**config.mk**
```make
export PLATFORM = sky130hd
export DESIGN_NAME = vco_modulator_cfg
export DESIGN_NICKNAME = d
export VERILOG_FILES = /design/src/rtl/vco_cfg_pkg.sv /design/src/rtl/vco_modulator_cfg.sv /design/src/rtl/vco_forwarder.sv /design/src/rtl/self_test_timer.sv
export VERILOG_INCLUDE_DIRS = /design/src /design/src/rtl
export SDC_FILE = /design/constraint.sdc
export NUM_CORES = 1
export LEC_CHECK = 0
export ABC_CLOCK_PERIOD_IN_PS = 5300
export BUFFER_PORTS_ARGS = -buffer_cell sky130_fd_sc_hd__buf_2
export CORE_ASPECT_RATIO = 0.7
export CORE_UTILIZATION = 45
export DETAILED_ROUTE_END_ITERATION = 6
export PLACE_DENSITY = 0.65
export RECOVER_POWER = 25
export SETUP_SLACK_MARGIN = 0.15
export SKIP_CTS_REPAIR_TIMING = 1
export SLEW_MARGIN = 20
export SYNTH_ARGS = -nofsm -noshare
export SYNTH_HDL_FRONTEND = slang
export SYNTH_HIERARCHICAL = 1
export SYNTH_SLANG_ARGS = --single-unit
```
**constraint.sdc**
```tcl
create_clock -name clk -period 5.3 [get_ports clk]
set_clock_uncertainty 0.05 [all_clocks]
set_input_delay 0.795 -clock clk [delete_from_list [all_inputs] [get_ports clk]]
set_output_delay 0.795 -clock clk [all_outputs]
set_load 0.02 [all_outputs]
```
**src/rtl/vco_cfg_map.svh**
```systemverilog
// Operation
// - every host write of the indirect register queues a forwarding transfer; a later write replaces one still waiting
// - indirect word: identifier [2:0], address [6:3], data [15:7], reset zero
// - indirect register reads return only the most recently forwarded word
// - seed code 0 zero, 1 lsb, 2 B29D08h, 3 50F1CDh; default code 2
// - written seed stays pending until fractional frequency write with reseed set; integer writes never load it
// - order field: 0 first, 1 second, 2 mode B default, 3 mode A
// - bypass set ignores modulator output; modulator still clocked
// - reseed set reloads seed on fractional write; clear keeps previous state
// - clock source bit picks oscillator or reference clock, ignored if bit 10/21
// - fractional enable gates core and picks integer or fractional calibration trigger
// - self-test enable starts divider self test; clear leaves it idle
// - self-test length: 1032, 2047, 3071 or 4095 reference cycles
`ifndef VCO_CFG_MAP_SVH
`define VCO_CFG_MAP_SVH

`define VIND_OFFSET 6'h05
`define MCFG_OFFSET 6'h06
`define VIND_RESET 16'h0000
`define MCFG_RESET 23'h20_0b4a

`define VIND_ID_LSB 0
`define VIND_ADDR_LSB 3
`define VIND_DATA_LSB 7
`define VIND_DATA_W 9

`define MCFG_SEED_LSB 0
`define MCFG_ORDER_LSB 2
`define MCFG_BYPASS_BIT 7
`define MCFG_RESEED_BIT 8
`define MCFG_CLKSRC_BIT 9
`define MCFG_CLKOVR_BIT 10
`define MCFG_FRACEN_BIT 11
`define MCFG_TESTEN_BIT 18
`define MCFG_TESTLEN_LSB 19
`define MCFG_AUTOCLK_BIT 21

`define SEED_CODE0 24'h00_0000
`define SEED_CODE1 24'h00_0001
`define SEED_CODE2 24'hb2_9d08
`define SEED_CODE3 24'h50_f1cd

`define TEST_LEN0 12'h0408
`define TEST_LEN1 12'h07ff
`define TEST_LEN2 12'h0bff
`define TEST_LEN3 12'h0fff

`define FWD_HALF_BIT 4'h4
`define FWD_WORD_BITS 4'hf

`endif

```
**src/rtl/vco_cfg_pkg.sv**
```systemverilog
package vco_cfg_pkg;

   typedef enum logic [2:0] {
      FWD_IDLE = 3'h1,
      FWD_SHIFT = 3'h2,
      FWD_GAP = 3'h4
   } fwd_state_t;

   typedef enum logic [2:0] {
      TEST_IDLE = 3'h1,
      TEST_RUN = 3'h2,
      TEST_DONE = 3'h4
   } test_state_t;

   typedef struct packed {
      fwd_state_t st;
      logic pend_valid;
      logic [15:0] pend_word;
      logic [15:0] shreg;
      logic [3:0] bitcnt;
      logic [3:0] divcnt;
      logic sclk;
      logic sen;
      logic sdata;
      logic [15:0] last_word;
      logic done;
   } fwd_regs_t;

   typedef struct packed {
      test_state_t st;
      logic en_q;
      logic [11:0] cnt;
      logic [11:0] target;
      logic busy;
      logic done;
   } test_regs_t;

   typedef struct packed {
      logic [15:0] vind;
      logic [22:0] mcfg;
      logic [23:0] seed;
      logic seed_load;
      logic fwd_req;
      logic [15:0] fwd_word;
      logic [23:0] rd_data;
      logic rd_valid;
      logic cal_start;
      logic use_vco_clk;
   } cfg_regs_t;

endpackage

```
**src/rtl/vco_modulator_cfg.sv**
```systemverilog
`include "vco_cfg_map.svh"

module vco_modulator_cfg (
   input wire logic clk, // 50 MHz digital clock
   input wire logic rst_n, // async reset, active low
   input wire logic reg_wr, // one-cycle write strobe from serial port
   input wire logic reg_rd, // one-cycle read strobe from serial port
   input wire logic [5:0] reg_addr, // register address
   input wire logic [23:0] reg_wdata, // write data
   output logic [23:0] rd_data, // read data, valid with rd_valid
   output logic rd_valid, // one-cycle read answer
   input wire logic cal_data_wr, // calibration engine data update pulse
   input wire logic [8:0] cal_data, // calibration data field
   input wire logic int_wr, // integer frequency register written
   input wire logic frac_wr, // fractional frequency register written
   input wire logic ref_tick, // reference divider tick for self test
   output logic vco_sclk, // serial clock to oscillator subsystem
   output logic vco_sdata, // serial data to oscillator subsystem
   output logic vco_sen, // frame enable to oscillator subsystem
   output logic vco_done, // pulse after each forwarded word
   output logic [23:0] mod_seed, // active modulator seed
   output logic seed_load, // pulse: modulator loads mod_seed
   output logic [1:0] mod_order, // modulator type
   output logic mod_bypass, // modulator output ignored
   output logic mod_use_vco_clk, // 1 oscillator divider clock, 0 reference clock
   output logic frac_core_en, // fractional core enable
   output logic cal_start, // pulse: start oscillator calibration
   output logic test_busy, // self test running
   output logic test_done // self test finished
);
   vco_cfg_pkg::cfg_regs_t r, n;
   logic [15:0] fwd_last;

   function automatic logic [23:0] seed_value(input logic [1:0] code);
      case (code)
         2'h0: seed_value = `SEED_CODE0;
         2'h1: seed_value = `SEED_CODE1;
         2'h2: seed_value = `SEED_CODE2;
         default: seed_value = `SEED_CODE3;
      endcase
   endfunction

   vco_forwarder u_fwd (
      .clk(clk),
      .rst_n(rst_n),
      .req_valid(r.fwd_req),
      .req_word(r.fwd_word),
      .sclk(vco_sclk),
      .sdata(vco_sdata),
      .sen(vco_sen),
      .done(vco_done),
      .last_word(fwd_last)
   );

   self_test_timer u_test (
      .clk(clk),
      .rst_n(rst_n),
      .enable(r.mcfg[`MCFG_TESTEN_BIT]),
      .length(r.mcfg[`MCFG_TESTLEN_LSB +: 2]),
      .ref_tick(ref_tick),
      .busy(test_busy),
      .done(test_done)
   );

   assign rd_data = r.rd_data;
   assign rd_valid = r.rd_valid;
   assign mod_seed = r.seed;
   assign seed_load = r.seed_load;
   assign mod_order = r.mcfg[`MCFG_ORDER_LSB +: 2];
   assign mod_bypass = r.mcfg[`MCFG_BYPASS_BIT];
   assign frac_core_en = r.mcfg[`MCFG_FRACEN_BIT];
   assign mod_use_vco_clk = r.use_vco_clk;
   assign cal_start = r.cal_start;

   always_comb begin
      n = r;
      n.seed_load = 1'b0;
      n.fwd_req = 1'b0;
      n.rd_valid = 1'b0;
      if (reg_wr && reg_addr == `VIND_OFFSET) begin
         n.vind = reg_wdata[15:0];
         n.fwd_req = 1'b1;
         n.fwd_word = reg_wdata[15:0];
      end else if (cal_data_wr) begin
         // calibration only rewrites data; identifier and address come from the host image
         n.vind[`VIND_DATA_LSB +: `VIND_DATA_W] = cal_data;
         n.fwd_req = 1'b1;
         n.fwd_word = {cal_data, r.vind[`VIND_DATA_LSB-1:0]};
      end
      if (reg_wr && reg_addr == `MCFG_OFFSET) begin
         // the seed code only lands here; the running seed is untouched
         n.mcfg = reg_wdata[22:0];
      end
      if (frac_wr && r.mcfg[`MCFG_RESEED_BIT]) begin
         n.seed = seed_value(r.mcfg[`MCFG_SEED_LSB +: 2]);
         n.seed_load = 1'b1;
      end
      n.cal_start = r.mcfg[`MCFG_FRACEN_BIT] ? frac_wr : int_wr;
      if (r.mcfg[`MCFG_CLKOVR_BIT] || r.mcfg[`MCFG_AUTOCLK_BIT]) begin
         n.use_vco_clk = 1'b1;
      end else begin
         n.use_vco_clk = r.mcfg[`MCFG_CLKSRC_BIT];
      end
      if (reg_rd) begin
         n.rd_valid = 1'b1;
         case (reg_addr)
            `VIND_OFFSET: n.rd_data = {8'h00, fwd_last};
            `MCFG_OFFSET: n.rd_data = {1'b0, r.mcfg};
            default: n.rd_data = '0;
         endcase
      end
   end

   always_ff @(posedge clk or negedge rst_n) begin
      if (!rst_n) begin
         r <= '{vind: `VIND_RESET, mcfg: `MCFG_RESET, seed: `SEED_CODE2,
                fwd_word: `VIND_RESET, use_vco_clk: 1'b1, default: '0};
      end else begin
         r <= n;
      end
   end

   chk_fwd_start: assert property (@(posedge clk) disable iff (!rst_n)
      reg_wr && reg_addr == `VIND_OFFSET |=> r.fwd_req && r.fwd_word == $past(reg_wdata[15:0]))
      else $error("indirect write not forwarded");
   chk_cal_keep_id: assert property (@(posedge clk) disable iff (!rst_n)
      cal_data_wr && !reg_wr |=> r.fwd_word[6:0] == $past(r.vind[6:0])
         && r.fwd_word[15:7] == $past(cal_data))
      else $error("calibration altered identifier or address");
   chk_read_last: assert property (@(posedge clk) disable iff (!rst_n)
      reg_rd && reg_addr == `VIND_OFFSET |=> r.rd_valid && r.rd_data == {8'h00, $past(fwd_last)})
      else $error("indirect read not last transfer");
   chk_seed_load: assert property (@(posedge clk) disable iff (!rst_n)
      frac_wr && r.mcfg[`MCFG_RESEED_BIT]
         |=> seed_load && mod_seed == seed_value($past(r.mcfg[1:0])))
      else $error("seed not loaded on reseed write");
   chk_seed_hold: assert property (@(posedge clk) disable iff (!rst_n)
      !(frac_wr && r.mcfg[`MCFG_RESEED_BIT]) |=> !seed_load && $stable(mod_seed))
      else $error("active seed changed without reseed");
   chk_cal_trigger: assert property (@(posedge clk) disable iff (!rst_n)
      (frac_core_en ? frac_wr : int_wr) |=> cal_start)
      else $error("calibration trigger source wrong");
   chk_clk_override: assert property (@(posedge clk) disable iff (!rst_n)
      r.mcfg[`MCFG_CLKOVR_BIT] || r.mcfg[`MCFG_AUTOCLK_BIT] |=> mod_use_vco_clk)
      else $error("clock source not overridden");
   chk_clk_select: assert property (@(posedge clk) disable iff (!rst_n)
      !r.mcfg[`MCFG_CLKOVR_BIT] && !r.mcfg[`MCFG_AUTOCLK_BIT]
         |=> mod_use_vco_clk == $past(r.mcfg[`MCFG_CLKSRC_BIT]))
      else $error("clock source bit not followed");
endmodule

```
**src/rtl/vco_forwarder.sv**
```systemverilog
`include "vco_cfg_map.svh"

module vco_forwarder #(
   parameter logic [3:0] HALF_BIT = `FWD_HALF_BIT
) (
   input wire logic clk, // system clock
   input wire logic rst_n, // async reset, active low
   input wire logic req_valid, // one-cycle request to forward req_word
   input wire logic [15:0] req_word, // word to forward
   output logic sclk, // serial clock to oscillator subsystem
   output logic sdata, // serial data, msb first
   output logic sen, // frame enable, high for a whole word
   output logic done, // one-cycle pulse after a word is sent
   output logic [15:0] last_word // word of the most recent transfer
);
   vco_cfg_pkg::fwd_regs_t r, n;

   assign sclk = r.sclk;
   assign sdata = r.sdata;
   assign sen = r.sen;
   assign done = r.done;
   assign last_word = r.last_word;

   always_comb begin
      n = r;
      n.done = 1'b0;
      case (r.st)
         vco_cfg_pkg::FWD_IDLE: begin
            if (r.pend_valid) begin
               n.shreg = r.pend_word;
               n.sdata = r.pend_word[15];
               n.last_word = r.pend_word;
               n.pend_valid = 1'b0;
               n.sen = 1'b1;
               n.sclk = 1'b0;
               n.bitcnt = '0;
               n.divcnt = '0;
               n.st = vco_cfg_pkg::FWD_SHIFT;
            end
         end
         vco_cfg_pkg::FWD_SHIFT: begin
            n.divcnt = r.divcnt + 4'h1;
            if (r.divcnt == HALF_BIT - 4'h1) begin
               n.divcnt = '0;
               n.sclk = ~r.sclk;
               if (r.sclk) begin
                  n.bitcnt = r.bitcnt + 4'h1;
                  if (r.bitcnt == `FWD_WORD_BITS) begin
                     n.sen = 1'b0;
                     n.st = vco_cfg_pkg::FWD_GAP;
                  end else begin
                     n.shreg = {r.shreg[14:0], 1'b0};
                     n.sdata = r.shreg[14];
                  end
               end
            end
         end
         vco_cfg_pkg::FWD_GAP: begin
            n.done = 1'b1;
            n.sdata = 1'b0;
            n.st = vco_cfg_pkg::FWD_IDLE;
         end
         default: n.st = vco_cfg_pkg::FWD_IDLE;
      endcase
      // one-deep queue: a later write replaces a waiting one, never the word on the wire
      if (req_valid) begin
         n.pend_valid = 1'b1;
         n.pend_word = req_word;
      end
   end

   always_ff @(posedge clk or negedge rst_n) begin
      if (!rst_n) begin
         r <= '{st: vco_cfg_pkg::FWD_IDLE, pend_word: `VIND_RESET,
                shreg: `VIND_RESET, last_word: `VIND_RESET, default: '0};
      end else begin
         r <= n;
      end
   end

   chk_frame_length: assert property (@(posedge clk) disable iff (!rst_n)
      $rose(r.sen) |-> ##127 r.sen ##1 !r.sen)
      else $error("frame not held for sixteen bits");
   chk_done_after: assert property (@(posedge clk) disable iff (!rst_n)
      $fell(r.sen) |=> r.done)
      else $error("done pulse missing after frame");
   chk_queue_busy: assert property (@(posedge clk) disable iff (!rst_n)
      (r.st != vco_cfg_pkg::FWD_IDLE) && req_valid |=> r.pend_valid && $stable(r.last_word))
      else $error("write during transfer not queued");
endmodule

```
**src/rtl/self_test_timer.sv**
```systemverilog
`include "vco_cfg_map.svh"

module self_test_timer (
   input wire logic clk, // system clock
   input wire logic rst_n, // async reset, active low
   input wire logic enable, // self-test enable level
   input wire logic [1:0] length, // test length code
   input wire logic ref_tick, // one-cycle reference divider tick
   output logic busy, // test running
   output logic done // test finished, held until enable clears
);
   vco_cfg_pkg::test_regs_t r, n;

   assign busy = r.busy;
   assign done = r.done;

   function automatic logic [11:0] len_count(input logic [1:0] code);
      case (code)
         2'h0: len_count = `TEST_LEN0;
         2'h1: len_count = `TEST_LEN1;
         2'h2: len_count = `TEST_LEN2;
         default: len_count = `TEST_LEN3;
      endcase
   endfunction

   always_comb begin
      n = r;
      n.en_q = enable;
      case (r.st)
         vco_cfg_pkg::TEST_IDLE: begin
            if (enable && !r.en_q) begin
               n.cnt = '0;
               n.target = len_count(length);
               n.st = vco_cfg_pkg::TEST_RUN;
            end
         end
         vco_cfg_pkg::TEST_RUN: begin
            if (ref_tick) begin
               n.cnt = r.cnt + 12'h001;
               if (r.cnt == r.target - 12'h001) begin
                  n.st = vco_cfg_pkg::TEST_DONE;
               end
            end
         end
         vco_cfg_pkg::TEST_DONE: n.st = r.st;
         default: n.st = vco_cfg_pkg::TEST_IDLE;
      endcase
      if (!enable) begin
         n.st = vco_cfg_pkg::TEST_IDLE;
      end
      n.busy = (n.st == vco_cfg_pkg::TEST_RUN);
      n.done = (n.st == vco_cfg_pkg::TEST_DONE);
   end

   always_ff @(posedge clk or negedge rst_n) begin
      if (!rst_n) begin
         r <= '{st: vco_cfg_pkg::TEST_IDLE, default: '0};
      end else begin
         r <= n;
      end
   end

   chk_test_idle: assert property (@(posedge clk) disable iff (!rst_n)
      !enable |=> !r.busy && !r.done)
      else $error("self test active while disabled");
   chk_test_count: assert property (@(posedge clk) disable iff (!rst_n)
      r.busy && enable && ref_tick && (r.cnt == r.target - 12'h001) |=> r.done)
      else $error("self test did not end at length");
   chk_test_target: assert property (@(posedge clk) disable iff (!rst_n)
      $rose(r.busy) |-> r.target == len_count($past(length)))
      else $error("self test length decode wrong");
endmodule

```
==> flow_metrics.py <==
metrics = {
    "status": {
        "status": "complete, but fails checks",
        "violations": "max-capacitance violations, max-slew violations",
    },
    "die": {
        "die_h_um": 112,
        "die_width_um": 159,
        "core_um2": 16500,
        "start_util_pct": 46.7,
        "ios": 109,
        "dieArea_um2": 17700,
        "row_count": 39,
    },
    "route": {
        "ant_nets": 0,
        "wl_mm": 15.2,
        "via_per_inst": 5.32,
        "wl_per_cell_um": 16.7,
        "num_vias": 4843,
        "drc": 0,
        "first_pass_iters": 4,
        "dr.first_iter.drc_count": 319,
    },
    "sta": {
        "final-hold-violation-count": 0,
        "rsz0062_at_grt": "no",
        "fin_crit_sh_pct": 52.2,
        "drv_slew": 102,
        "worst_slew_pin_slew_ps": 2480,
        "setup_viol": 0,
        "min_period_ps": 2770,
        "tns_ps": 0,
        "fmax_ghz": 0.361,
        "slew-limit-headroom_pct": -65.0,
        "final.setup.worst_slack_ps": 2530,
    },
    "power_and_ir_drop": {
        "irDropWorstVdd_mv": 0.253,
        "powerDensity_nw_per_um2": 434,
        "p_leak_uw": 0.00396,
    },
    "synth": {
        "ys.flop_type": "dfrtp_1",
        "synth_area_per_cell_um2": 12.2,
        "synth_top_cell_by_area": "dfrtp_1",
        "synth_async_sr_flop_share_pct": 100,
        "ys_types": 61,
        "ys_ff_latch": 163,
        "synth_edf_count": 0,
        "syn-cell-area_um2": 7720,
        "yosys.area.top_type_share_pct": 48.9,
        "yosys_warnings": 6,
        "synth_cells": 635,
        "synth_area_leaders": "dfrtp_1, mux2_2, buf_4, dfstp_2, mux2_4",
        "ys_seq_area_share_pct": 53.0,
    },
    "final_layout": {
        "final_area_um2": 8500,
        "finish.utilization_pct": 51.4,
        "nNetsFinal": 725,
        "syn2layout_area_growth_pct": 10.1,
        "drive_above_1_share_pct": 39.0,
        "n_antenna_cell": 0,
    },
    "global_routing": {
        "grt_pass1_wl_mm": 25.4,
        "overflow": 0,
        "grtUsageTotal_pct": 18.5,
        "grt_pass1_vias": 4943,
        "antenna_found_initial": 0,
        "grt_max_degree": 102,
    },
    "clock_network": {
        "cts-htree-levels": 4,
        "clk_path_buf_depth": 2,
        "cts_tree": "built",
        "clk_latency_ps": 420,
        "clkTransAtPathRegs_ps": 60,
        "cts_sinks": 163,
        "cts_buffers": 17,
        "cts-root-buf": "clkbuf_16",
    },
    "setup_path": {
        "path_cells": "clkbuf_2 > buf_4",
        "critPathLaunchType": "input pin",
        "critPathSlowestCell": "clkbuf_2",
        "cp.arrival_ps": 3230,
        "worst-path-buf-inv": 2,
        "critPathKind": "input pin to async pin",
        "cpPeakStageDelay_ps": 1720,
        "crit_path_end_kind": "async pin",
        "worstPathMaxFanout": 101,
        "required_ps": 5760,
        "path_delay_family": "buffers and inverters",
    },
    "placement": {
        "dpl_cell_area_um2": 7900,
        "io_buffers": 99,
        "dp_hpwl_mm": 10.3,
        "pre_cts_slack_ps": 2770,
        "gp_congestion": 0.761,
    },
    "flow_run": {
        "maxCapViolCount": 1,
    },
    "hold_path": {
        "hp-class": "flop to flop",
    },
}
-- cell type report --
class | count | area (µm²)
sequential | 163 | 4090
tap | 225 | 282
multi-input combinational | 353 | 2860
clock inverter | 14 | 165
timing repair buffer | 105 | 539
fill | 1392 | 8040
clock buffer | 18 | 439
inverter | 32 | 120
-- cells by family after synthesis --
kind of cell / synth area share (%)
buffers and inverters: 10.3
XOR/XNOR: 0.794
AO/OA/AOI/OAI: 11.0
AND/OR/NAND/NOR: 8.62
multiplexers: 15.2
flip-flops: 53.0
adder cells (fa/ha/maj): 0.972
other: 0.0486
-- through the flow --
step | std cells | power (µW) | hold slack [ps]
2_1_floorplan | 642 | 2330 | 402
3_3_place_gp | 878 | 2410 | 419
3_5_place_dp | 878 | 2450 | 444
4_1_cts | 910 | 3720 | 458
5_1_grt | 910 | 3880 | 476
6_report | 910 | 3690 | 453
-- power breakdown --
| group | switching (µW) | internal (µW) | total (µW) | leakage (µW) |
|---|---|---|---|---|
| combinational | 415 | 360 | 775 | 0.00158 |
| sequential | 177 | 1480 | 1660 | 0.00210 |
| clock | 535 | 723 | 1260 | 0.000291 |
| total | 1130 | 2560 | 3690 | 0.00396 |
-- layer usage --
layer  up-vias  global-route usage (%)  part of all wire [%]
met5         -                       0                     0
met4         0                    5.13                   1.1
met3        17                    4.52                   4.8
met2       130                    28.7                    47
met1      2442                    25.8                    47
li1       2254                       -                     -
-- cell usage in the layout (no fill, tap or decap), types with 10 or more instances in the layout --
master,count
a21oi_1,10
a22oi_1,20
a22oi_2,10
buf_2,97
clkbuf_16,17
dfrtp_1,151
inv_1,32
mux2_2,79
mux2_4,19
nand2_1,44
nand3_1,10
nor2_1,10
o21ai_0,21
o21ai_1,14
o22ai_1,24
-- worst paths after layout --
check	depth (start not counted)	end	startpoint	slack [ps]
max in group clk	3	rd_data[7]	reg_rd	2610
min in group asynchronous	1	u_test/r[26]	rst_n	1080
max	2	r[90]	rst_n	2530
min reg2reg	2	u_fwd/r[41]	u_fwd/r[41]	450
min	2	u_fwd/r[41]	u_fwd/r[41]	450
max reg2reg	5	u_fwd/r[36]	u_fwd/r[20]	2900
-- synth_stat cells (all sizes together), types with 2 or more instances --
cell and count:
nand2b 4, nand4b 2, a22oi 30, a22o 2, dfrtp 151, o211ai 2
nor2 10, a31oi 3, o31ai 3, or4 2, or3 7, xnor2 4
a211oi 3, a21oi 10, o21ai 35, nand4 3, and4bb 2, nand3b 2
nor2b 5, nand4bb 2, buf 85, mux2 98, o22ai 24, nor3b 5
inv 32, ha 6, nand2 44, nand3 12, and2 3, clkbuf 9
xor2 3, dfstp 12, a21o 4
-- tightest hold or removal path: stages, from the launching register on --
cell     delay, ps
dfrtp_1        350
nand2_1         50
o21ai_1         70
-- registers in the layout (all words and copies together) (netlist names), 2 cells and up --
signal           cells
mod_order            2
mod_seed             4
r                   43
rd_data             23
u_fwd/last_word     16
u_fwd/r             43
u_test/r            20
No activity file was read; power rests on OpenSTA's default activity.
